## config.mk

```make
export PLATFORM = sky130hd
export DESIGN_NAME = ccls_charger_cfg
export DESIGN_NICKNAME = d
export VERILOG_FILES = /design/src/ccls_pkg.sv /design/src/ccls_charger_cfg.sv /design/src/ccls_limit_sel.sv
export SDC_FILE = /design/constraint.sdc
export NUM_CORES = 1
export LEC_CHECK = 0
export BUFFER_PORTS_ARGS = -buffer_cell sky130_fd_sc_hd__buf_2
export CORE_MARGIN = 5
export CORE_UTILIZATION = 46
export CTS_CLUSTER_DIAMETER = 100
export DETAILED_ROUTE_END_ITERATION = 8
export GPL_ROUTABILITY_DRIVEN = 0
export GPL_TIMING_DRIVEN = 1
export PLACE_DENSITY = 0.73
export SKIP_LAST_GASP = 1
export SLEW_MARGIN = 15
export SYNTH_ARGS = -nofsm -noshare
export SYNTH_HDL_FRONTEND = slang
export SYNTH_SLANG_ARGS = --single-unit
```

## constraint.sdc

```tcl
create_clock -name clock -period 1.4 [get_ports clock]
set_input_delay 0.14 -clock clock [delete_from_list [all_inputs] [get_ports clock]]
set_output_delay 0.14 -clock clock [all_outputs]
set_load 0.1 [all_outputs]
```

## src/ccls_pkg.sv

```systemverilog
/*
  ccls_pkg: register indices, field positions, reset values and carrier
  types for the charger configuration bank and input limit selection.
  assumes: consumers import the whole package; no other dependencies.
*/
package ccls_pkg;

  // register indices as seen on the serial control port
  localparam logic [7:0] CCLS_IDX_BUCK_CTRL  = 8'h3e;
  localparam logic [7:0] CCLS_IDX_SRC_LIMITS = 8'h40;
  localparam logic [7:0] CCLS_IDX_BAT_CURR   = 8'h41;
  localparam logic [7:0] CCLS_IDX_VOLT_CTRL  = 8'h42;

  // charger_buck_control fields
  localparam int CCLS_THERM_EN_BIT   = 7;
  localparam int CCLS_AUTODET_BIT    = 6;
  localparam int CCLS_SLEEP_BIT      = 5;
  localparam int CCLS_BUCK_EN_BIT    = 4;
  localparam int CCLS_BUCK_LIM_LSB   = 0;
  // source_current_limits fields
  localparam int CCLS_DC_LIM_LSB     = 4;
  localparam int CCLS_USB_LIM_LSB    = 0;
  // battery_charge_currents fields
  localparam int CCLS_PRE_LSB        = 6;
  localparam int CCLS_NOM_LSB        = 0;
  // charge_voltage_control fields
  localparam int CCLS_TGT_LSB        = 3;
  localparam int CCLS_THR_LSB        = 0;

  // values held before the one-time-programmable load
  localparam logic [7:0] CCLS_RST_BUCK_CTRL  = 8'h00;
  localparam logic [7:0] CCLS_RST_SRC_LIMITS = 8'h00;
  localparam logic [7:0] CCLS_RST_BAT_CURR   = 8'h00;
  localparam logic [7:0] CCLS_RST_VOLT_CTRL  = 8'h00;
  localparam logic [7:0] CCLS_RDATA_UNMAPPED = 8'h00;

  // configuration image, also the shape of the otp default word
  typedef struct packed {
    logic [7:0] buck_ctrl;
    logic [7:0] src_limits;
    logic [7:0] bat_curr;
    logic [7:0] volt_ctrl;
  } ccls_cfg_t;

  // supply and detection status from the analog side
  typedef struct packed {
    logic dc_supply_input;
    logic vbus_present;
    logic dedicated_found;
    logic dminus_select_mode;
    logic dminus_level;
    logic vin_below_threshold;
    logic battery_temperature_pin;
  } ccls_sense_t;

  // controls driven to the charger analog
  typedef struct packed {
    logic [3:0] input_limit;
    logic       limit_reduced;
    logic       buck_enable;
    logic       buck_sleep_select;
    logic       thermal_current_control_enable;
    logic       usb_autodetect_run;
    logic       charger_active;
    logic [1:0] precharge_current;
    logic [5:0] nominal_charge_current;
    logic [4:0] target_charge_voltage;
    logic [2:0] input_voltage_threshold;
  } ccls_ctl_t;

  typedef enum logic [1:0] {
    CCLS_ST_LOAD = 2'b01,
    CCLS_ST_RUN  = 2'b10
  } ccls_state_t;

endpackage

```

## src/ccls_charger_cfg.sv

```systemverilog
/*
  ccls_charger_cfg: charger configuration register bank with input current
  limit selection for a battery charger.
  assumes: a serial control interface upstream decodes transfers into the
  single-cycle register port below; otp defaults are stable at reset release;
  sense inputs are synchronous to clock.
*/
// Overview of operation
// [RQ1] While a dc supply is seen the dc limit field is copied into the active buck limit field.
// [RQ2] With vbus and a dedicated charger detected the usb limit field sets the input limit.
// [RQ3] On a standard usb port the active buck limit field sets the input limit.
// [RQ4] The buck sleep bit puts the charger buck into sleep.
// [RQ5] The buck limit is reduced while the input voltage is below the selected threshold.
// [RQ6] The pre-charge field sets the current for depleted batteries.
// [RQ7] The nominal charge field sets the constant current phase current.
// [RQ8] The target voltage field selects the charge target voltage.
// [RQ9] Software is expected to keep the thermal control bit set.
// [RQ10] The auto-detect bit enables usb charger detection and is chosen by the host.
// [RQ11] The otp default of the buck enable bit is expected to be one.
// [RQ12] The otp default of the buck limit field is expected to be the 100 mA code.
// [RQ13] The charger is activated once the battery thermistor is sensed. The code also requires the buck enable bit to be set.
// [RQ14] Clearing the thermal control bit disables temperature-based current reduction.
// [RQ15] Once the host clears the auto-detect bit the detection stops.
// [RQ16] With d- as a select pin, high picks the usb limit and low the buck limit.
// [RQ17] All fields load their otp defaults before limit selection starts.
`timescale 1ns/10ps
`default_nettype none
module ccls_charger_cfg
  import ccls_pkg::*;
(
  input  wire logic        clock,
  input  wire logic        resetn,
  input  wire ccls_cfg_t   otp_defaults,
  input  wire ccls_sense_t sense,
  input  wire logic [7:0]  reg_addr,
  input  wire logic        reg_write,
  input  wire logic        reg_read,
  input  wire logic [7:0]  reg_wdata,
  output logic      [7:0]  reg_rdata,
  output logic             reg_rvalid,
  output logic             cfg_ready,
  output ccls_ctl_t        ctl
);

  ccls_state_t state_q;
  ccls_state_t state_d;
  ccls_cfg_t   cfg_q;
  ccls_cfg_t   cfg_d;
  ccls_sense_t sense_q;
  logic [7:0]  rdata_q;
  logic [7:0]  rdata_d;
  logic        rvalid_q;
  logic        ready_q;
  ccls_ctl_t   ctl_q;
  ccls_ctl_t   ctl_d;

  // address decode
  wire hit_buck;
  wire hit_src;
  wire hit_bat;
  wire hit_volt;
  wire running;
  wire wr_buck;
  wire wr_src;
  wire wr_bat;
  wire wr_volt;

  assign hit_buck = (reg_addr == CCLS_IDX_BUCK_CTRL);
  assign hit_src  = (reg_addr == CCLS_IDX_SRC_LIMITS);
  assign hit_bat  = (reg_addr == CCLS_IDX_BAT_CURR);
  assign hit_volt = (reg_addr == CCLS_IDX_VOLT_CTRL);
  assign running  = (state_q == CCLS_ST_RUN);
  assign wr_buck  = running & reg_write & hit_buck;
  assign wr_src   = running & reg_write & hit_src;
  assign wr_bat   = running & reg_write & hit_bat;
  assign wr_volt  = running & reg_write & hit_volt;

  // field views
  wire       therm_en;
  wire       autodet_en;
  wire       sleep_sel;
  wire       buck_en_bit;
  wire [3:0] buck_limit;
  wire [3:0] dc_limit;
  wire [3:0] usb_limit;
  wire [3:0] sel_limit;
  wire [3:0] reduced_limit;

  assign therm_en    = cfg_q.buck_ctrl[CCLS_THERM_EN_BIT];
  assign autodet_en  = cfg_q.buck_ctrl[CCLS_AUTODET_BIT];
  assign sleep_sel   = cfg_q.buck_ctrl[CCLS_SLEEP_BIT];
  assign buck_en_bit = cfg_q.buck_ctrl[CCLS_BUCK_EN_BIT];
  assign buck_limit  = cfg_q.buck_ctrl[CCLS_BUCK_LIM_LSB +: 4];
  assign dc_limit    = cfg_q.src_limits[CCLS_DC_LIM_LSB +: 4];
  assign usb_limit   = cfg_q.src_limits[CCLS_USB_LIM_LSB +: 4];

  ccls_limit_sel u_limit_sel (
    .dc_present              (sense_q.dc_supply_input),
    .vbus_present            (sense_q.vbus_present),
    .autodet_en              (autodet_en),
    .dedicated_found         (sense_q.dedicated_found),
    .dminus_select_mode      (sense_q.dminus_select_mode),
    .dminus_level            (sense_q.dminus_level),
    .dc_source_limit         (dc_limit),
    .dedicated_charger_limit (usb_limit),
    .active_input_limit      (buck_limit),
    .limit_code              (sel_limit)
  );

  // halve the limit code while the input sags
  assign reduced_limit = sense_q.vin_below_threshold ? {1'b0, sel_limit[3:1]} : sel_limit; // RQ5

  // state: load otp once after reset, then run
  always_comb begin
    case (state_q)
      CCLS_ST_LOAD: state_d = CCLS_ST_RUN;
      CCLS_ST_RUN:  state_d = CCLS_ST_RUN;
      default:      state_d = CCLS_ST_LOAD;
    endcase
  end

  // register bank next value
  always_comb begin
    cfg_d = cfg_q;
    if (state_q == CCLS_ST_LOAD) begin
      cfg_d = otp_defaults; // RQ17
    end else begin
      if (wr_buck) begin
        cfg_d.buck_ctrl = reg_wdata; // RQ10 RQ15
      end
      if (wr_src) begin
        cfg_d.src_limits = reg_wdata;
      end
      if (wr_bat) begin
        cfg_d.bat_curr = reg_wdata;
      end
      if (wr_volt) begin
        cfg_d.volt_ctrl = reg_wdata;
      end
      // dc presence overrides a host write of the buck limit
      if (sense_q.dc_supply_input) begin
        cfg_d.buck_ctrl[CCLS_BUCK_LIM_LSB +: 4] = dc_limit; // RQ1
      end
    end
  end

  // read data, one cycle after the read strobe
  assign rdata_d = !reg_read ? rdata_q :
                   hit_buck  ? cfg_q.buck_ctrl :
                   hit_src   ? cfg_q.src_limits :
                   hit_bat   ? cfg_q.bat_curr :
                   hit_volt  ? cfg_q.volt_ctrl :
                               CCLS_RDATA_UNMAPPED;

  // outputs toward the charger analog
  always_comb begin
    ctl_d = '0;
    if (running) begin
      ctl_d.input_limit                    = reduced_limit;
      ctl_d.limit_reduced                  = sense_q.vin_below_threshold; // RQ5
      ctl_d.buck_enable                    = buck_en_bit;
      ctl_d.buck_sleep_select              = sleep_sel; // RQ4
      ctl_d.thermal_current_control_enable = therm_en; // RQ14
      ctl_d.usb_autodetect_run             = autodet_en & sense_q.vbus_present; // RQ15
      ctl_d.charger_active                 = buck_en_bit & sense_q.battery_temperature_pin; // RQ13
      ctl_d.precharge_current              = cfg_q.bat_curr[CCLS_PRE_LSB +: 2]; // RQ6
      ctl_d.nominal_charge_current         = cfg_q.bat_curr[CCLS_NOM_LSB +: 6]; // RQ7
      ctl_d.target_charge_voltage          = cfg_q.volt_ctrl[CCLS_TGT_LSB +: 5]; // RQ8
      ctl_d.input_voltage_threshold        = cfg_q.volt_ctrl[CCLS_THR_LSB +: 3]; // RQ5
    end
  end

  always_ff @(posedge clock) begin
    if (!resetn) begin
      state_q <= CCLS_ST_LOAD;
    end else begin
      state_q <= state_d;
    end
  end

  always_ff @(posedge clock) begin
    if (!resetn) begin
      cfg_q <= {CCLS_RST_BUCK_CTRL, CCLS_RST_SRC_LIMITS, CCLS_RST_BAT_CURR, CCLS_RST_VOLT_CTRL};
    end else begin
      cfg_q <= cfg_d;
    end
  end

  always_ff @(posedge clock) begin
    if (!resetn) begin
      sense_q <= '0;
    end else begin
      sense_q <= sense;
    end
  end

  always_ff @(posedge clock) begin
    if (!resetn) begin
      rdata_q <= CCLS_RDATA_UNMAPPED;
    end else begin
      rdata_q <= rdata_d;
    end
  end

  always_ff @(posedge clock) begin
    if (!resetn) begin
      rvalid_q <= 1'b0;
    end else begin
      rvalid_q <= reg_read;
    end
  end

  always_ff @(posedge clock) begin
    if (!resetn) begin
      ready_q <= 1'b0;
    end else begin
      ready_q <= running; // RQ17
    end
  end

  always_ff @(posedge clock) begin
    if (!resetn) begin
      ctl_q <= '0;
    end else begin
      ctl_q <= ctl_d;
    end
  end

  assign reg_rdata  = rdata_q;
  assign reg_rvalid = rvalid_q;
  assign cfg_ready  = ready_q;
  assign ctl        = ctl_q;

endmodule
`default_nettype wire

```

## src/ccls_limit_sel.sv

```systemverilog
/*
  ccls_limit_sel: combinational choice of the input current limit code
  among the dc, dedicated-charger and buck limit fields.
  assumes: inputs are registered by the caller; result is registered there.
*/
`timescale 1ns/10ps
`default_nettype none
module ccls_limit_sel
  import ccls_pkg::*;
(
  input  wire logic        dc_present,
  input  wire logic        vbus_present,
  input  wire logic        autodet_en,
  input  wire logic        dedicated_found,
  input  wire logic        dminus_select_mode,
  input  wire logic        dminus_level,
  input  wire logic [3:0]  dc_source_limit,
  input  wire logic [3:0]  dedicated_charger_limit,
  input  wire logic [3:0]  active_input_limit,
  output logic      [3:0]  limit_code
);

  wire pick_usb_detect;
  wire pick_usb_pin;
  wire pick_usb;

  assign pick_usb_detect = vbus_present & autodet_en & dedicated_found; // RQ2 RQ10
  // d- used as a select pin: high picks usb limit, low the buck limit
  assign pick_usb_pin    = vbus_present & dminus_select_mode & dminus_level; // RQ16
  assign pick_usb        = pick_usb_detect | pick_usb_pin;

  // dc first, then dedicated charger, else standard port
  assign limit_code = dc_present ? dc_source_limit : // RQ1
                      pick_usb   ? dedicated_charger_limit : // RQ2
                                   active_input_limit; // RQ3

endmodule
`default_nettype wire

```

==> results.sh, run 1 <==
export IMPL_run_status="finished, violations left"
export IMPL_violated_checks="negative setup slack"
export IMPL_post_drt_wl_per_cell_um=17.3
export IMPL_cts_tree="yes"
export IMPL_wl_mm=9.23
export IMPL_clkSinkCount=77
export IMPL_timing_clock_skew_ns=0.00813
export IMPL_crit_path_kind="flop to flop"
export IMPL_starting_density_of_the_core_pct=46.5
export IMPL_worstHoldPathType="primary input to flop"
export IMPL_number_of_hold_violations_in_the_final_report=0
export IMPL_first_global_vias=2849
export IMPL_design_power_total_uw=8070
export IMPL_clk_pin_slew_ns=0.08
export IMPL_worstPathBufferInverterCount=2
export IMPL_design_die_area_um2=8540
export IMPL_worst_pin_slew_ns=0.492
export IMPL_drt_vias_per_instance=5.53
export IMPL_ir_drop_uv=717
export IMPL_fmax_mhz=667
export IMPL_cts_buffers=9
export IMPL_global_route_usage_met2_pct=36.2
export IMPL_grt_pass1_wl_mm=14.1
export IMPL_globalRouteMet1Util_pct=25.6
export IMPL_static_leakage_power_uw=0.00214
export IMPL_drt_iter0_markers=130
export IMPL_syn_area_cell_um2=9.38
export IMPL_rsz0062_at_grt="true"
export IMPL_slew_viol_final=0
export IMPL_startpoint_of_the_lowest_slack_register_to_register_path="state_q[0]$_SDFF_PN1_"
export IMPL_worst_setup_startpoint="state_q[0]$_SDFF_PN1_"
export IMPL_clockBufferDepth=2
export IMPL_crit_path_cells="inv_2 > ha_4 > and4b_2 > nand4b_1 > buf_12 > mux2i_1 > a21oi_1"
export IMPL_dp_hpwl_mm=6.54
export IMPL_yosysUniqueCellTypes=36
export IMPL_grt_start_max_net_pins=37
export IMPL_final_common_cell="buf_2"
export IMPL_grt_remaining_overflow=0
export IMPL_layout_cells_most_common_list="buf_2, dfxtp_1, o21ai_0, mux2i_1, nand2_1"
export IMPL_gr_usage_met3_pct=4.71
export IMPL_die_w_um=92.4
export IMPL_worst_r2r_endpoint="cfg_q[4]$_SDFFE_PN0P_"
export IMPL_portion_of_the_post_synthesis_area_used_by_sequential_elements_pct=49.3
export IMPL_die_h_um=92.4
export IMPL_synth_net_count=394
export IMPL_post_synth_instance_area_um2=3120
export IMPL_startpoint_type="flop"
export IMPL_worstPathRequired_ns=1.65
export IMPL_globalRoute_busiestLayer="met2"
export IMPL_synth_seq_cells=77
export IMPL_antenna_found_initial=0
export IMPL_detailroute_via_count=2944
export IMPL_final_min_period_over_clock_period_pct=107
export IMPL_setup_ws_ns=-0.100
export IMPL_hold_path_end="cfg_q[6]$_SDFFE_PN0P_"
export IMPL_drt_drc_violations_left=0
export IMPL_yosysWarnings=0
export IMPL_antenna_viol_nets_final=0
export IMPL_crit_path_end_kind="flop"
export IMPL_reg2reg_depth=7
export IMPL_critPathMaxStageDelay_ns=0.32
export IMPL_ff2ff_setup_slack_ns=-0.10
export IMPL_min_delay_path_depth=3
export IMPL_buffer_ports_inserted=94
export IMPL_crit_path_max_fanout=8
export IMPL_detail_route_first_pass_iterations=5
export IMPL_floorplan_core_area_um2=6720
export IMPL_setup_viol_count_final=24
export IMPL_ctsRootBufferMaster="clkbuf_8"
export IMPL_number_of_cell_rows=30
export IMPL_flow_area_growth_from_synthesis_pct=41.6
export IMPL_slowest_cell_on_the_critical_path="dfxtp_2"
export IMPL_drive_above_1_share_pct=38.1
export IMPL_synth_instances=333
export IMPL_clk_insertion_delay_late_ns=0.35
export IMPL_power_per_cell_area_nw_per_um2=1820
export IMPL_antenna_cells=0
export IMPL_cp_data_arrival_time_ns=1.75
export IMPL_layout_core_utilization_pct=65.8
export IMPL_design_portCount=95
export IMPL_finalNetCount=509
export IMPL_worstHoldStart="otp_defaults[6]"
export IMPL_cts_htree_levels=3
export IMPL_timing_final_crit_period_ns=1.50
export IMPL_cap_viol_max_count=0
export IMPL_grt_usage_pct=21.0
export IMPL_maxSlewHeadroom_pct=67.2
export IMPL_critPathTopFamily="simple AND/OR/NAND/NOR gates"
-- worst max path at each step --
stage | slack, ns | cells after the start | end
3_5_place_dp | -0.16 | 7 | cfg_q[9]$_SDFFE_PN0P_
6_report | -0.10 | 7 | cfg_q[4]$_SDFFE_PN0P_
2_1_floorplan | -0.02 | 8 | cfg_q[15]$_SDFFE_PN0P_
3_3_place_gp | -0.06 | 7 | cfg_q[11]$_SDFFE_PN0P_
4_1_cts | -0.10 | 7 | cfg_q[0]$_SDFFE_PN0P_
5_1_grt | -0.16 | 7 | cfg_q[4]$_SDFFE_PN0P_
-- synthesized netlist by cell type --
master      n  area [µm²]
nand4bb_1   1        11.3
or4_4       1        11.3
clkinv_1    1        3.75
a21boi_0    4        30.0
nor3_2      1        10.0
o22ai_1     5        31.3
buf_1       1        3.75
nand4b_1    2        17.5
nor4_1      1        6.26
inv_1       6        22.5
nand2_1    27         101
a21oi_1    17        85.1
a31o_2      3        26.3
nor4b_4     1        23.8
and4b_1     1        10.0
o2bb2ai_1   8        70.1
a22o_1      1        8.76
buf_2       3        15.0
o311ai_2    1        16.3
a22oi_1     8        60.1
nand2b_1    1        6.26
nor2b_1     3        18.8
a311oi_1    1        8.76
a211oi_1   11        82.6
and3_1     21         131
ha_1        2        25.0
buf_4       1        7.51
dfxtp_1    77        1540
nor2_1     10        37.5
nand3_1     5        25.0
and2_1      9        56.3
o21ai_0    37         185
mux2i_1    29         290
o32ai_1     1        8.76
nor3_1     12        60.1
clkbuf_1   20        75.1
-- metal layers --
layer,part of all wire (%),vias up,wire [µm]
li1,-,1436,-
met1,41,1379,3790
met2,51,110,4690
met3,6.4,19,587
met4,1.7,0,157
met5,0,-,0
-- metrics by stage --
stage                     hold slack [ns]  area [µm²]  setup WS (ns)  std cells  setup TNS [ns]
after floorplan                     0.267        3170        -0.0203        333          -0.109
after global placement              0.349        3810        -0.0604        502           -1.53
after detailed placement            0.351        3810         -0.159        502           -3.29
after CTS                          0.0417        4270         -0.104        528           -1.05
after global routing               0.0606        4420         -0.164        532           -2.41
final                              0.0490        4420         -0.100        532          -0.937
-- worst register-to-register path, cell delays in order, from the launching register on --
cell and delay, ns:
dfxtp_2 0.32, inv_2 0.06, ha_4 0.12, and4b_2 0.25, nand4b_1 0.17, buf_12 0.19, mux2i_1 0.19, a21oi_1 0.09
-- sequential cells by signal (all words and copies together), names as in the netlist --
name         flops
cfg_q           26
ctl             26
reg_rdata        8
sense_q          7
buck_limit       4
state_q          2
autodet_en       1
buck_en_bit      1
cfg_ready        1
reg_rvalid       1
-- power by group --
part	internal [µW]	switching, µW
clock network	1270	786
logic	1230	1630
registers	2670	491
-- timing repair --
| item | in CTS | in global routing |
|---|---|---|
| gates resized for setup | 22 | 26 |
| hold buffers | 7 | 0 |
| gates cloned | 1 | 1 |
| pin swaps | 18 | 17 |
| setup buffers | 3 | 3 |
| endpoints found under the hold margin | 7 | 0 |
| setup endpoints to repair | 30 | 35 |
-- kinds of logic after synthesis --
kind of cell / Yosys count / share of synthesized area (%)
muxes: 29 / 9.29
buffers and inverters: 32 / 4.08
AOI/OAI and AO/OA: 97 / 19.6
and+or+nand+nor: 96 / 16.9
DFF: 77 / 49.3
adders and majority gates: 2 / 0.801
-- layout make-up --
| type | count | area [µm²] |
|---|---|---|
| multi-input cells | 224 | 1640 |
| fillers | 523 | 2290 |
| well taps | 80 | 100 |
| clock buffers | 11 | 151 |
| flip-flops and latches | 77 | 1550 |
| clock inverters | 4 | 95.1 |
| inverters | 7 | 31.3 |
| repair buffers | 129 | 858 |
Note: power is estimated with default switching activity, not from simulation.
==> run 2: changes to the inputs <==
- CTS_BUF_LIST: not set -> sky130_fd_sc_hd__clkbuf_8 sky130_fd_sc_hd__clkbuf_16
- RECOVER_POWER: not set -> 25
==> results.sh, run 2 (synthesis gave the netlist of run 1 again) <==
export IMPL_power_per_cell_area_nw_per_um2=1830
export IMPL_crit_path_cells="inv_2 > ha_4 > and4b_2 > nand4b_1 > buf_12 > mux2i_1 > a21oi_1"
export IMPL_cell_internal_power_uw=5170
export IMPL_number_of_cell_rows=30
export IMPL_ir_drop_uv=718
export IMPL_finalInstanceArea_um2=4420
export IMPL_antenna_viol_nets_final=0
export IMPL_setup_ws_ns=-0.0944
export IMPL_cp_data_arrival_time_ns=1.74
export IMPL_violated_checks="negative setup slack"
export IMPL_drt_iter0_markers=144
export IMPL_detail_route_first_pass_iterations=4
export IMPL_rsz0062_at_grt="true"
export IMPL_critPathMaxStageDelay_ns=0.32
export IMPL_grt_pass1_wl_mm=14.1
export IMPL_switchingPower_uw=2910
export IMPL_starting_density_of_the_core_pct=46.5
export IMPL_antenna_found_initial=0
export IMPL_drt_vias_per_instance=5.54
export IMPL_layout_cells_most_common_list="buf_2, dfxtp_1, o21ai_0, mux2i_1, nand2_1"
export IMPL_layout_core_utilization_pct=65.8
export IMPL_drt_drc_violations_left=0
export IMPL_number_of_hold_violations_in_the_final_report=0
export IMPL_design_power_total_uw=8080
export IMPL_clk_pin_slew_ns=0.08
export IMPL_crit_path_kind="flop to flop"
export IMPL_finalNetCount=509
export IMPL_slew_viol_final=0
export IMPL_first_global_vias=2849
export IMPL_detailroute_via_count=2946
export IMPL_design_die_area_um2=8540
export IMPL_worst_pin_slew_ns=0.502
export IMPL_grt_remaining_overflow=0
export IMPL_antenna_cells=0
export IMPL_wl_mm=9.22
export IMPL_post_drt_wl_per_cell_um=17.3
export IMPL_design_portCount=95
export IMPL_timing_clock_skew_ns=0.00769
export IMPL_setup_viol_count_final=23
export IMPL_grt_usage_pct=21.0
export IMPL_maxSlewHeadroom_pct=66.4
export IMPL_die_w_um=92.4
export IMPL_cap_viol_max_count=0
export IMPL_final_min_period_over_clock_period_pct=107
export IMPL_cts_buffers=9
export IMPL_power_frac_comb_pct=35.4
export IMPL_ctsRootBufferMaster="clkbuf_8"
export IMPL_drive_above_1_share_pct=37.8
export IMPL_static_leakage_power_uw=0.00214
export IMPL_cts_htree_levels=3
export IMPL_preCtsSetupSlack_ns=-0.159
export IMPL_post_dp_cell_area_um2=3810
export IMPL_run_status="finished, violations left"
export IMPL_swShare_pct=36.1
export IMPL_fill_cells=524
export IMPL_flow_area_growth_from_synthesis_pct=41.6
export IMPL_cts_tree="yes"
export IMPL_fmax_mhz=669
export IMPL_sequentialPowerShare_pct=39.2
export IMPL_crit_path_end_kind="flop"
export IMPL_grt_start_max_net_pins=37
export IMPL_clkSinkCount=77
export IMPL_floorplan_core_area_um2=6720
export IMPL_clk_insertion_delay_late_ns=0.35
export IMPL_worstHoldPathType="primary input to flop"
export IMPL_clockBufferDepth=2
export IMPL_die_h_um=92.4
export IMPL_timing_final_crit_period_ns=1.49
export IMPL_buffer_ports_inserted=94
export IMPL_crit_path_max_fanout=8
export IMPL_worst_hold_slack_ns=0.0532
export IMPL_slowest_cell_on_the_critical_path="dfxtp_2"
export IMPL_worstPathRequired_ns=1.65
export IMPL_dp_hpwl_mm=6.54
export IMPL_final_common_cell="buf_2"
export IMPL_startpoint_type="flop"
export IMPL_clockPowerShare_pct=25.4
[run 2: changes by cell type in the layout (fill, tap and decap cells not counted)]
cell	delta
and2_0	+1
and2_1	-1
clkbuf_1	+1
buf_2	-1
[run 2: worst max-delay path, delay by kind of cell (launching register included)]
family,cells,cell delay (ns)
adder cells (fa/ha/maj),1,0.12
flip-flops,1,0.32
buffers and inverters,2,0.25
AND/OR/NAND/NOR,2,0.42
multiplexers,1,0.18
AO/OA/AOI/OAI,1,0.09
[run 2: worst paths after layout]
check / from / endpoint / slack, ns / depth (start not counted)
setup / recovery: state_q[0]$_SDFF_PN1_ / cfg_q[4]$_SDFFE_PN0P_ / -0.09 / 7
hold / removal: otp_defaults[6] / cfg_q[6]$_SDFFE_PN0P_ / 0.05 / 3
setup reg to reg: state_q[0]$_SDFF_PN1_ / cfg_q[4]$_SDFFE_PN0P_ / -0.09 / 7
hold reg to reg: reg_rdata[0]$_SDFFE_PN0P_ / reg_rdata[0]$_SDFFE_PN0P_ / 0.44 / 2
[run 2: repair_timing]
item / 4_1_cts / 5_1_grt
endpoints found under the setup margin: 30 / 35
buffers inserted: 3 / 3
resized for setup: 22 / 26
endpoints found under the hold margin: 7 / 0
cloned: 1 / 1
pin swaps: 18 / 17
hold buffers: 7 / 0
[run 2: cell type report]
| cell class | instances | area (µm²) | area share (%) |
|---|---|---|---|
| clock buffers | 11 | 151 | 3.42 |
| clock inverters | 4 | 95.1 | 2.15 |
| inverters | 7 | 31.3 | 0.707 |
| multi-input cells | 224 | 1640 | 37.1 |
| flip-flops and latches | 77 | 1550 | 34.9 |
| well taps | 80 | 100 | 2.26 |
| repair buffers | 129 | 857 | 19.4 |
[run 2: power by group through the flow]
stage               Sequential, µW  Combinational (µW)  Clock (µW)
floorplan                     3270                1280           0
global placement              3120                2170           0
detailed placement            3130                2220           0
CTS                           3120                2470        2070
global route                  3210                3090        2170
finish                        3160                2860        2060
[run 2: metal layers]
metal  vias up  GRT usage (%)  routed length, µm
li1       1434              -                  -
met1      1392           25.6               3860
met2       101           36.2               4660
met3        19           4.71                510
met4         0           7.30                194
met5         -              0                  0
[run 2: per-stage QoR]
stage	setup TNS [ns]	instances
2_1_floorplan	-0.109	333
3_3_place_gp	-1.53	502
3_5_place_dp	-3.29	502
4_1_cts	-1.05	528
5_1_grt	-2.41	532
6_report	-0.904	532
